**src/breaker_wear_consts.vh**
```
`ifndef BREAKER_WEAR_CONSTS_VH
`define BREAKER_WEAR_CONSTS_VH

// ==========================================
// Register byte addresses
`define A_CTRL    8'h00
`define A_OPS1    8'h04
`define A_OPS2    8'h08
`define A_CUR1    8'h0C
`define A_CUR2    8'h10
`define A_ALM1    8'h14
`define A_ALM2    8'h18
`define A_STAT    8'h1C
`define A_NOPS    8'h20
`define A_CNT1    8'h24
`define A_CNT2    8'h28
`define A_LEFTA   8'h2C
`define A_LEFTB   8'h30
`define A_LEFTC   8'h34
`define A_CMD     8'h38

// ==========================================
// Control fields
`define F_MODE    2:0
`define F_FORCE   5:4
`define F_SIDE    8
`define F_EN1     12
`define F_EN2     13
`define F_TSEL    18:16
`define C_CLR_OPS 0
`define C_CLR_A1  1
`define C_CLR_A2  2
`define C_RELOAD  3

// ==========================================
// Defaults
`define D_OPS1    18'h0C350
`define D_OPS2    18'h00064
`define D_CUR1    14'h0064
`define D_CUR2    14'h07D0
`define D_ALM1    18'h003E8
`define D_ALM2    18'h00064
`define D_SIDE    1'b0
`define D_EN      1'b0
`define D_TSEL    3'h0

// ==========================================
// Modes and forced status
`define M_ON      3'h0
`define M_BLK     3'h1
`define M_TEST    3'h2
`define M_TBLK    3'h3
`define M_OFF     3'h4
`define FS_NORM   2'h0
`define FS_A1     2'h1
`define FS_A2     2'h2

// ==========================================
// Arithmetic
`define ONE_OP    26'h0000100
`define SAT_OP    26'h3FFFFFF
`define EXP_MAX   5'h11
`define DIV_LAST  5'h19
`define PH_LAST   2'h2
`define LG_TOP    5'h11
`endif

```
**src/breaker_wear_monitor.v**
```verilog
// Local design decisions: the register addresses and the APB interface to the registers.
`timescale 1ns/1ps
`include "breaker_wear_consts.vh"
module breaker_wear_monitor (
   input  wire        clk,
   input  wire        rst,
   input  wire        psel,
   input  wire        penable,
   input  wire        pwrite,
   input  wire [7:0]  paddr,
   input  wire [31:0] pwdata,
   output wire [31:0] prdata,
   output wire        pready,
   output wire        pslverr,
   input  wire [7:0]  tripOut,
   input  wire [13:0] phaseAFundamentalCurrentS1,
   input  wire [13:0] phaseBFundamentalCurrentS1,
   input  wire [13:0] phaseCFundamentalCurrentS1,
   input  wire [13:0] phaseAFundamentalCurrentS2,
   input  wire [13:0] phaseBFundamentalCurrentS2,
   input  wire [13:0] phaseCFundamentalCurrentS2,
   input  wire        modeAllow,
   input  wire        forceAllow,
   output wire        alarm1,
   output wire        alarm2,
   output wire        testMode,
   output wire        calcBusy
);

   localparam S_IDLE  = 2'h0;
   localparam S_LOAD  = 2'h1;
   localparam S_DIV   = 2'h2;
   localparam S_APPLY = 2'h3;

   // ==========================================
   // Mitchell log2, 5.8 fixed point
   function [12:0] lg2;
      input [17:0] x;
      integer      i;
      reg   [4:0]  p;
      reg   [17:0] s;
      begin
         p = 5'h00;
         for (i = 0; i < 18; i = i + 1) begin
            if (x[i])
               p = i[4:0];
         end
         s = x << (`LG_TOP - p);
         lg2 = {p, s[16:9]};
      end
   endfunction

   reg  [2:0]  mode_r;
   reg  [1:0]  force_r;
   reg         side_r;
   reg         en1_r;
   reg         en2_r;
   reg  [2:0]  tsel_r;
   reg  [17:0] ops1_r;
   reg  [17:0] ops2_r;
   reg  [13:0] cur1_r;
   reg  [13:0] cur2_r;
   reg  [17:0] set1_r;
   reg  [17:0] set2_r;
   reg  [31:0] nOps_r;
   reg  [31:0] cnt1_r;
   reg  [31:0] cnt2_r;
   reg  [7:0]  tripPrev_r;
   reg  [1:0]  state_r;
   reg  [1:0]  ph_r;
   reg  [4:0]  step_r;
   reg  [25:0] q_r;
   reg  [13:0] rem_r;
   reg  [12:0] den_r;
   reg         unity_r;
   reg         alarm1_r;
   reg         alarm2_r;
   reg         testMode_r;
   reg         busy_r;
   reg  [31:0] prdata_r;
   reg  [31:0] rdMux;
   reg         hit;

   wire [77:0] leftAll;
   wire [41:0] capAll;
   wire [2:0]  below1;
   wire [2:0]  below2;
   wire [2:0]  mode_nxt;

   // ==========================================
   // APB decode; answers in the access cycle
   wire wrEn   = psel & penable & pwrite;
   wire setup  = psel & ~penable;
   assign pready  = 1'b1;
   assign pslverr = psel & penable & ~hit;
   assign prdata  = prdata_r;

   always @* begin
      hit = 1'b1;
      rdMux = 32'h00000000;
      case (paddr)
         `A_CTRL:  rdMux = {13'h0000, tsel_r, 2'h0, en2_r, en1_r, 3'h0, side_r,
                            2'h0, force_r, 1'b0, mode_r};
         `A_OPS1:  rdMux = {14'h0000, ops1_r};
         `A_OPS2:  rdMux = {14'h0000, ops2_r};
         `A_CUR1:  rdMux = {18'h00000, cur1_r};
         `A_CUR2:  rdMux = {18'h00000, cur2_r};
         `A_ALM1:  rdMux = {14'h0000, set1_r};
         `A_ALM2:  rdMux = {14'h0000, set2_r};
         `A_STAT:  rdMux = {23'h000000, testMode, 1'b0, mode_r, 1'b0, calcBusy,
                            alarm2_r, alarm1_r};
         `A_NOPS:  rdMux = nOps_r;
         `A_CNT1:  rdMux = cnt1_r;
         `A_CNT2:  rdMux = cnt2_r;
         `A_LEFTA: rdMux = {14'h0000, leftAll[25:8]};
         `A_LEFTB: rdMux = {14'h0000, leftAll[51:34]};
         `A_LEFTC: rdMux = {14'h0000, leftAll[77:60]};
         `A_CMD:   rdMux = 32'h00000000;
         default:  hit = 1'b0;
      endcase
   end

   always @(posedge clk) begin
      if (rst)
         prdata_r <= 32'h00000000;
      else if (setup & ~pwrite)
         prdata_r <= rdMux;
   end

   // ==========================================
   // Settings; held apart from any setting group
   wire cmdWr  = wrEn & (paddr == `A_CMD);
   wire reload = cmdWr & pwdata[`C_RELOAD];
   // Out-of-range mode codes are dropped
   wire modeWr = wrEn & (paddr == `A_CTRL) & modeAllow & (pwdata[`F_MODE] <= `M_OFF);
   assign mode_nxt = modeWr ? pwdata[`F_MODE] : mode_r;

   always @(posedge clk) begin
      if (rst) begin
         mode_r  <= `M_ON;
         force_r <= `FS_NORM;
         side_r  <= `D_SIDE;
         en1_r   <= `D_EN;
         en2_r   <= `D_EN;
         tsel_r  <= `D_TSEL;
         ops1_r  <= `D_OPS1;
         ops2_r  <= `D_OPS2;
         cur1_r  <= `D_CUR1;
         cur2_r  <= `D_CUR2;
         set1_r  <= `D_ALM1;
         set2_r  <= `D_ALM2;
      end else if (wrEn) begin
         case (paddr)
            `A_CTRL: begin
               if (modeWr)
                  mode_r <= mode_nxt;
               if (forceAllow && pwdata[`F_FORCE] <= `FS_A2)
                  force_r <= pwdata[`F_FORCE];
               side_r <= pwdata[`F_SIDE];
               en1_r  <= pwdata[`F_EN1];
               en2_r  <= pwdata[`F_EN2];
               tsel_r <= pwdata[`F_TSEL];
            end
            `A_OPS1: ops1_r <= pwdata[17:0];
            `A_OPS2: ops2_r <= pwdata[17:0];
            `A_CUR1: cur1_r <= pwdata[13:0];
            `A_CUR2: cur2_r <= pwdata[13:0];
            `A_ALM1: set1_r <= pwdata[17:0];
            `A_ALM2: set2_r <= pwdata[17:0];
            default: ;
         endcase
      end
   end

   // Test flag kept in a flop beside the mode, not decoded at the pin
   always @(posedge clk) begin
      if (rst)
         testMode_r <= 1'b0;
      else
         testMode_r <= (mode_nxt == `M_TEST) | (mode_nxt == `M_TBLK);
   end

   // ==========================================
   // Trigger from selected open command
   wire trigEdge = tripOut[tsel_r] & ~tripPrev_r[tsel_r];
   // A command arriving while busy is lost, not queued
   wire trig     = trigEdge & (mode_r != `M_OFF) & (state_r == S_IDLE);

   always @(posedge clk) begin
      if (rst)
         tripPrev_r <= 8'h00;
      else
         tripPrev_r <= tripOut;
   end

   // ==========================================
   // Per phase capture and remaining count
   wire [12:0] liDiv;
   wire [25:0] cons;

   genvar k;
   generate
      for (k = 0; k < 3; k = k + 1) begin : phase
         reg  [13:0] cap_r;
         reg  [25:0] left_r;
         wire [13:0] s1 = (k == 0) ? phaseAFundamentalCurrentS1 :
                          (k == 1) ? phaseBFundamentalCurrentS1 :
                                     phaseCFundamentalCurrentS1;
         wire [13:0] s2 = (k == 0) ? phaseAFundamentalCurrentS2 :
                          (k == 1) ? phaseBFundamentalCurrentS2 :
                                     phaseCFundamentalCurrentS2;
         always @(posedge clk) begin
            if (rst)
               cap_r <= 14'h0000;
            else if (trig)
               cap_r <= side_r ? s2 : s1;
         end
         always @(posedge clk) begin
            if (rst)
               left_r <= {`D_OPS1, 8'h00};
            else if (reload)
               left_r <= {ops1_r, 8'h00};
            else if (state_r == S_APPLY && ph_r == k) begin
               if (left_r < cons)
                  left_r <= 26'h0000000;
               else
                  left_r <= left_r - cons;
            end
         end
         assign below1[k] = left_r[25:8] < set1_r;
         assign below2[k] = left_r[25:8] < set2_r;
         assign leftAll[26*k+25:26*k] = left_r;
         assign capAll[14*k+13:14*k]  = cap_r;
      end
   endgenerate

   // ==========================================
   // Characteristic evaluation
   // Exponent e = (lgI - lgI1) * (lgN1 - lgN2) / (lgI2 - lgI1)
   wire [13:0] curSel = (ph_r == 2'h0) ? capAll[13:0] :
                        (ph_r == 2'h1) ? capAll[27:14] : capAll[41:28];
   wire [13:0] iClamp = (curSel > cur2_r) ? cur2_r : curSel;
   wire [12:0] li     = lg2({4'h0, iClamp});
   wire [12:0] li1    = lg2({4'h0, cur1_r});
   wire [12:0] li2    = lg2({4'h0, cur2_r});
   wire [12:0] ln1    = lg2(ops1_r);
   wire [12:0] ln2    = lg2(ops2_r);
   wire [12:0] dI     = li - li1;
   wire [12:0] dN     = ln1 - ln2;
   wire [12:0] denW   = li2 - li1;
   wire [25:0] numW   = dI * dN;
   // Degenerate curves and currents at or below point one cost one op
   wire        unityW = (iClamp <= cur1_r) | (cur2_r <= cur1_r) |
                        (ops2_r >= ops1_r) | (li <= li1) | (li2 <= li1);

   // Serial divide: 26 cycles per phase buys a single subtractor
   wire [13:0] divT  = {rem_r[12:0], q_r[25]};
   wire        divGe = divT >= {1'b0, den_r};
   wire [13:0] divR  = divT - {1'b0, den_r};

   assign liDiv = q_r[12:0];
   wire        expSat = (|q_r[25:13]) | (liDiv[12:8] > `EXP_MAX);
   wire [25:0] expVal = {17'h00000, 1'b1, liDiv[7:0]} << liDiv[12:8];
   // Ratio N1/N(I) in 8-bit fraction, so fractions of ops accumulate
   assign cons = unity_r ? `ONE_OP : (expSat ? `SAT_OP : expVal);

   always @(posedge clk) begin
      if (rst) begin
         state_r <= S_IDLE;
         ph_r    <= 2'h0;
         step_r  <= 5'h00;
         q_r     <= 26'h0000000;
         rem_r   <= 14'h0000;
         den_r   <= 13'h0000;
         unity_r <= 1'b0;
      end else begin
         case (state_r)
            S_IDLE: begin
               if (trig) begin
                  ph_r    <= 2'h0;
                  state_r <= S_LOAD;
               end
            end
            S_LOAD: begin
               q_r     <= numW;
               den_r   <= denW;
               rem_r   <= 14'h0000;
               step_r  <= 5'h00;
               unity_r <= unityW;
               state_r <= S_DIV;
            end
            S_DIV: begin
               q_r    <= {q_r[24:0], divGe};
               rem_r  <= divGe ? divR : divT;
               step_r <= step_r + 5'h01;
               if (step_r == `DIV_LAST)
                  state_r <= S_APPLY;
            end
            S_APPLY: begin
               if (ph_r == `PH_LAST)
                  state_r <= S_IDLE;
               else begin
                  ph_r    <= ph_r + 2'h1;
                  state_r <= S_LOAD;
               end
            end
            default: state_r <= S_IDLE;
         endcase
      end
   end

   // Busy from a flop; spans exactly the sequencer's stay outside idle
   always @(posedge clk) begin
      if (rst)
         busy_r <= 1'b0;
      else if (trig)
         busy_r <= 1'b1;
      else if (state_r == S_APPLY && ph_r == `PH_LAST)
         busy_r <= 1'b0;
   end

   // ==========================================
   // Alarm stages and forced status
   wire blocked    = (mode_r == `M_BLK) | (mode_r == `M_TBLK) | (mode_r == `M_OFF);
   wire forcing    = forceAllow & (force_r != `FS_NORM);
   wire raw1       = en1_r & (|below1);
   wire raw2       = en2_r & (|below2);
   wire alarm1_nxt = ~blocked & (forcing ? (force_r == `FS_A1) : raw1);
   wire alarm2_nxt = ~blocked & (forcing ? (force_r == `FS_A2) : raw2);
   wire rise1      = alarm1_nxt & ~alarm1_r;
   wire rise2      = alarm2_nxt & ~alarm2_r;

   always @(posedge clk) begin
      if (rst) begin
         alarm1_r <= 1'b0;
         alarm2_r <= 1'b0;
      end else begin
         alarm1_r <= alarm1_nxt;
         alarm2_r <= alarm2_nxt;
      end
   end

   assign alarm1   = alarm1_r;
   assign alarm2   = alarm2_r;
   assign testMode = testMode_r;
   assign calcBusy = busy_r;

   // ==========================================
   // Cumulative counters; an event in the clear cycle still counts
   wire clrOps = cmdWr & pwdata[`C_CLR_OPS];
   wire clrA1  = cmdWr & pwdata[`C_CLR_A1];
   wire clrA2  = cmdWr & pwdata[`C_CLR_A2];

   always @(posedge clk) begin
      if (rst) begin
         nOps_r <= 32'h00000000;
         cnt1_r <= 32'h00000000;
         cnt2_r <= 32'h00000000;
      end else begin
         if (clrOps)
            nOps_r <= {31'h00000000, trig};
         else if (trig)
            nOps_r <= nOps_r + 32'h00000001;
         if (clrA1)
            cnt1_r <= {31'h00000000, rise1};
         else if (rise1)
            cnt1_r <= cnt1_r + 32'h00000001;
         if (clrA2)
            cnt2_r <= {31'h00000000, rise2};
         else if (rise2)
            cnt2_r <= cnt2_r + 32'h00000001;
      end
   end

endmodule

```
**config.mk**
```make
export PLATFORM = sky130hd
export DESIGN_NAME = breaker_wear_monitor
export DESIGN_NICKNAME = d
export VERILOG_FILES = /design/src/breaker_wear_monitor.v
export VERILOG_INCLUDE_DIRS = /design/src
export SDC_FILE = /design/constraint.sdc
export NUM_CORES = 2
export LEC_CHECK = 0
export BUFFER_PORTS_ARGS = -buffer_cell sky130_fd_sc_hd__buf_4
export CORE_MARGIN = 2
export CORE_UTILIZATION = 23
export CTS_BUF_LIST = sky130_fd_sc_hd__clkbuf_4 sky130_fd_sc_hd__clkbuf_8
export CTS_CLUSTER_SIZE = 30
export DETAILED_ROUTE_END_ITERATION = 10
export GPL_TIMING_DRIVEN = 1
export PLACE_DENSITY = 0.47
export SYNTH_ARGS = -nofsm -noshare
export SYNTH_HDL_FRONTEND = slang
export SYNTH_SLANG_ARGS = --single-unit
```
**constraint.sdc**
```tcl
create_clock -name clk -period 17.6 [get_ports clk]
set_clock_uncertainty 0.15 [all_clocks]
set_input_delay 2.64 -clock clk [delete_from_list [all_inputs] [get_ports clk]]
set_output_delay 2.64 -clock clk [all_outputs]
set_load 0.005 [all_outputs]
```
### Yosys cells after proc, flatten, opt, wreduce, memory -nomap -nowiden

Cells that the tools add are included.

* flip-flop bits (word level): 433
* input bits: 139
* output and inout port bits: 38
* word-level logic and storage cells: 307

* add/subtract/negate cells: 17
* multiply operators: 1
* magnitude comparators: 20
* equal/unequal tests: 31
* shift-type cells: 6
* multiplexer cells: 118
* bitwise logic cells: 38
* reductions and logical operators: 36

Operators by type and width (number)
* one-hot mux 32 bit (14 select lines): 1
* 2-to-1 mux 5 bit: 68
* 2-to-1 mux 26 bit: 11
* < comparator 18 bit: 6
* adder 32 x 1 -> 32 bit (second input constant): 3
* 2-to-1 mux 14 bit: 6
* < comparator 26 bit: 3
* subtractor 26 bit: 3
* == test 8 x 6 -> 1 bit (second input constant): 7
* one-hot mux 26 bit (2 select lines): 1
* subtractor 13 bit: 4
* left shift 14 x 5 -> 17 bit: 3
* left shift 18 x 5 -> 17 bit: 2
* == test 8 x 5 -> 1 bit (second input constant): 4
* <= comparator 14 bit: 2
* <= comparator 13 bit: 2
* multiplier 13 x 13 -> 26 bit: 1
* one-hot mux 13 bit (2 select lines): 1
* left shift 9 x 5 -> 26 bit: 1
* subtractor 5 bit (first input constant): 5
* bitwise AND 1 bit: 23
* nonzero test 2 bit: 10
* 2-to-1 mux 1 bit: 19
* >= comparator 18 bit: 1
* 36 further kinds: 80

### Longest topological paths before layout

* depth in word-level cells: 23
* mapped depth: 58
* gate-level depth less buffers: 52

### Worst setup path before layout

No wires, ideal clock.

* kind: register -> register
* from: register ph_r[1]
* to: register q_r[24]
* library setup time: 0.086 ns
* data arrival time: 11.433 ns
* required time: 17.364 ns
* path slack: 5.931 ns
* stages on the path, launching flop included: 54
* path buffers: 5
* clock period less this slack: 11.669 ns
* cell sequence: dfxtp_1 inv_1 ha_1 buf_6 buf_6 mux2i_1 o21ai_0 ha_1 a211o_1 o211ai_2 a211o_1 a31o_4 buf_12 mux2_2 a21oi_2 and2_1 buf_4 inv_2 (+18 left out) fa_1 inv_1 fa_1 inv_1 fa_1 fa_1 inv_1 fa_1 inv_1 ha_1 and3_1 a31oi_1 a21oi_1 a211oi_1 o21ai_0 a21oi_1 or4b_2 a211oi_1

* longest elaborated chain between the ends: 23
* elaborated cells between the ends (all ways): 24
* classes of those cells: add/sub: 2; mul: 1; order compare: 1; eq/ne: 1; shift: 1; mux: 17; reduce/logical: 1

Ends and longest elaborated chain
* start: declaration: line breaker_wear_monitor.v:70 `reg [1:0] ph_r;`
* start signal: assignment: line breaker_wear_monitor.v:303 `ph_r <= ph_r + 2'h1;`
* == test 2 x 1 -> 1 bit: line breaker_wear_monitor.v:241 `(ph_r == 2'h1) ? capAll[27:14] : capAll[41:28];`
* 2-to-1 mux 14 bit: line breaker_wear_monitor.v:241
* 2-to-1 mux 14 bit (*): line breaker_wear_monitor.v:240 `wire [13:0] curSel = (ph_r == 2'h0) ? capAll[13:0] :`
* > comparator 14 bit: line breaker_wear_monitor.v:242 `wire [13:0] iClamp = (curSel > cur2_r) ? cur2_r : curSel;`
* 2-to-1 mux 14 bit (*): line breaker_wear_monitor.v:242
* 2-to-1 mux 1 bit: line breaker_wear_monitor.v:45 `if (x[i])`
* 2-to-1 mux 5 bit (12 in a row): line breaker_wear_monitor.v:45
* subtractor 5 bit (no line)
* left shift 14 x 5 -> 17 bit: line breaker_wear_monitor.v:48 `` s = x << (`LG_TOP - p); ``
* subtractor 13 bit (*): line breaker_wear_monitor.v:248 `wire [12:0] dI = li - li1;`
* multiplier 13 x 13 -> 26 bit (*): line breaker_wear_monitor.v:251 `wire [25:0] numW = dI * dN;`
* one-hot mux 26 bit (2 select lines) (*): line breaker_wear_monitor.v:277 `case (state_r)`
* end signal: assignment: line breaker_wear_monitor.v:285 `q_r <= numW;`
* end signal: assignment: line breaker_wear_monitor.v:293 `q_r <= {q_r[24:0], divGe};`
* end: declaration: line breaker_wear_monitor.v:72 `reg [25:0] q_r;`

Every way passes the cells marked *; elsewhere a longest branch is shown, timed or not.
A chain may end at the register's enable or synchronous reset.

### Worst setup path in the final report

Same ends and word-level chain as after synthesis.

==> impl_summary.md <==
Synthesis
Of the total synthesized cell area, the portion taken by XOR and XNOR cells is 0.0396. In this run the cell area of the synthesized design comes to 39000 um^2. Among all flip-flop cells after synthesis, the most frequent one is sky130_fd_sc_hd__dfxtp_1. Measured against the total synthesized area, the mux share comes to 0.0533. By area the synthesized netlist is led by sky130_fd_sc_hd__dfxtp_1 (22%), sky130_fd_sc_hd__ha_1 (12%), sky130_fd_sc_hd__fa_1 (6.6%), sky130_fd_sc_hd__nand2_1 (5.3%), sky130_fd_sc_hd__nor2_1 (5.2%). The post-synthesis net count is 5621. Of the synthesized area, sequential elements account for 0.222. The adder-cell share of the synthesized area is 0.187. The per-instance average area after synthesis is 7.83 um^2.

The area fraction in compound gates after synthesis is 0.236. Counting every instance in the synthesized netlist gives 4976. The largest family of logic cells by synthesized area is compound AO/OA/AOI/OAI gates.

The number of register bits inferred by synthesis is 433. The area share of the largest cell type after synthesis is 0.222. The count of warnings emitted by yosys is 0.

The cell type with the highest aggregate area in the netlist is sky130_fd_sc_hd__dfxtp_1. The number of enable flip-flop cells after synthesis is 0. Of all flip-flops after synthesis, the portion carrying an async set or reset was 0. The number of unique standard cell types used by synthesis is 117. Of the total synthesized cell area, the portion taken by AND, OR, NAND and NOR gates is 0.201.

Floorplan
The floorplan has 151 rows. The floorplan step set the die width to 416 um. For this configuration, the core starts out at a cell density of 0.231. The floorplan step defined a die boundary enclosing 173000 um^2.

The floorplan die height is 416 um. The floorplan step defined a core boundary enclosing 169000 um^2. The number of top-level pins is 177.

Timing
Setup slack closes at 2.68 ns. The final-report max-slew violation count is 0. The setup TNS is 0 ns. The post-route fraction of the period consumed by the critical path is 0.848. Setup violations remaining at the end of the flow were counted as 0. Timing would allow up to 67.0 MHz. Headroom to the max-slew limit came out at 0.148.

The final number of hold-violating endpoints is 0. The slew at the pin closest to its max-slew limit is 1.27 ns. Setup repair after global routing left no endpoint under its margin. The clock period could shrink to 14.92 ns.

Setup path
The worst register-to-register path ends at q_r[24]. The slowest stage cell on the critical path is sky130_fd_sc_hd__ha_1. The arrival time at the worst endpoint is 15.45 ns. The highest net fanout along the worst path is 38. The startpoint type of the worst setup path is a register.

The startpoint identified for the worst register-to-register timing path is ph_r[1]. The number of cells on the worst reg-to-reg path is 48. The largest incremental delay on the critical path is 0.86 ns. The type of the worst setup path is register to register. In this run the register-to-register setup slack is 2.68 ns. The category of the worst setup path capture point is a register. Data on the critical path is required at its endpoint by 18.13 ns.

Global routing
The first-pass GRT wire length is 227000 um. The maximum number of pins on one net before global-route repair is 125. The global router's overall resource usage is 0.170.

The number of antenna violations at the first check in global routing was 5. Summed over all layers, the global routing overflow is 0. The via count of the first global-routing pass is 36.0k.

Place
The post-DP HPWL is 117000 um. At the end of routability-driven placement, the weighted congestion stood at 0.910. The number of instances in the placed design is 7175. At the placement stage, the worst setup path has a slack of 2.79 ns.

The count of port buffers added during placement is 162.

Detailed routing
The remaining routing DRC violations is 0. The starting DRC count in detailed routing is 3227. The number of nets with antenna violations after detailed routing is 0.

The routed design has 152000 um of wire. The total via count after detailed routing is 37.4k. The number of detailed-routing iterations run before antenna repair is 6. The average routed wire per standard cell is 20.7 um. The post-detailed-route via-to-cell ratio is 5.11.

CTS
The clock-pin slew on the worst setup and hold paths is 0.06 ns. The H-tree was split into 3 levels. The buffer type at the clock tree root is sky130_fd_sc_hd__clkbuf_8.

The clock tree from TritonCTS is built. The number of hold buffers added after cts is 0. The number of CTS-inserted buffers is 82. The clock latency at the later pin of the worst-skew pair is 0.81 ns. In this run the deepest clock path goes through 3 buffers. Post-CTS repair changed the size of 0 cells. The post-CTS setup-driven buffer insertion count is 0. The clock sink count is 433.

Worst hold path
In this run the most critical hold path is launched from rem_r[12]. The tightest min-delay check is of the register to register type. The worst hold path terminates at rem_r[12]. The instance count along the most critical hold path is 2.

Finish
From synthesis to final layout, the design area changed by 14.3%. The finished layout holds 7325 standard cells, fillers aside. Measured on the finished design, the core utilization comes to 0.264. In the final layout, the share of cells above drive strength 1 is 0.106. In the layout the commonest cells are sky130_fd_sc_hd__nand2_1 (549), sky130_fd_sc_hd__nor2_1 (541), sky130_fd_sc_hd__dfxtp_1 (432). The most common cell after layout, fill and taps aside is sky130_fd_sc_hd__nand2_1. The final layout contains 5686 nets.

Run
The max-cap check violation count is 0.

Outcome
The flow ran to the end, and the final reports show no timing, DRC or antenna violations.
worst max-delay path, delay by kind of cell (launching register included):
kind | cells | cell delay (ns)
AO/OA/AOI/OAI | 20 | 5.37
adder cells (fa/ha/maj) | 10 | 4.86
AND/OR/NAND/NOR | 6 | 1.66
multiplexers | 5 | 1.40
XOR/XNOR | 1 | 0.50
buffers and inverters | 6 | 0.47
flip-flops | 1 | 0.33
cell usage after synthesis (all sizes together), types with 33 or more instances:
library cell  number
dfxtp            433
inv              352
xnor2             94
nand2            550
nor2b             62
buf               43
nand3            116
a222oi            45
a211oi            81
ha               378
a22oi            120
nor2             546
a21o              88
fa               128
nor3              86
nand4             70
a21oi            387
o211ai            72
clkbuf           206
or3               35
or2               33
xor2              79
o21ai            238
mux2i            147
nand2b            76
metrics by stage:
step	instance area (um^2)	hold WS, ns
finish	44500	0.300
global route	44500	0.341
CTS	44500	0.310
detailed placement	42600	0.294
global placement	42600	0.286
floorplan	39000	0.267
worst max-delay path by stage:
stage / start / endpoint / slack [ns] / cells past startpoint
2_1_floorplan: ph_r[1] / q_r[24] / 5.93 / 53
6_report: ph_r[1] / q_r[24] / 2.68 / 48
4_1_cts: ph_r[1] / q_r[24] / 2.74 / 46
5_1_grt: ph_r[1] / q_r[24] / 1.62 / 47
3_3_place_gp: ph_r[1] / q_r[24] / 2.82 / 46
3_5_place_dp: ph_r[1] / q_r[24] / 2.79 / 46
final cells by class:
cell class / instances / area (um^2)
Antenna cell: 2 / 5.00
Fill cell: 18500 / 124000
Multi-Input combinational cell: 3937 / 28000
Clock inverter: 23 / 352
Clock buffer: 125 / 1600
Tap cell: 2218 / 2780
Sequential cell: 433 / 8670
Timing Repair Buffer: 230 / 1750
Inverter: 357 / 1340
kinds of logic (layout without fill, tap and decap cells):
family,Yosys count,count (layout)
mux,183,183
simple gates,1711,1711
buf+inv,606,735
compound gates,1363,1363
xor+xnor,173,173
fa+ha+maj,506,506
other cells,1,3
flops,433,433
per-layer routing:
| metal | up-vias | GRT usage | share of wire |
|---|---|---|---|
| met4 | 0 | 0.0826 | 0.049 |
| li1 | 18000 | - | - |
| met1 | 18100 | 0.220 | 0.44 |
| met5 | - | 0 | 0 |
| met2 | 1101 | 0.280 | 0.46 |
| met3 | 262 | 0.0186 | 0.053 |
flip-flops by register name, summed over array words and instances, names as in the netlist, 18 cells and up, named ones only:
name          count
cnt1_r           32
cnt2_r           32
nOps_r           32
ops1_r           18
ops2_r           18
phase.cap_r      42
phase.left_r     78
prdata           32
q_r              26
set1_r           18
set2_r           18
Power is not shown: default switching activity piles up to over one toggle a cycle in this logic, so the estimate is an artifact.
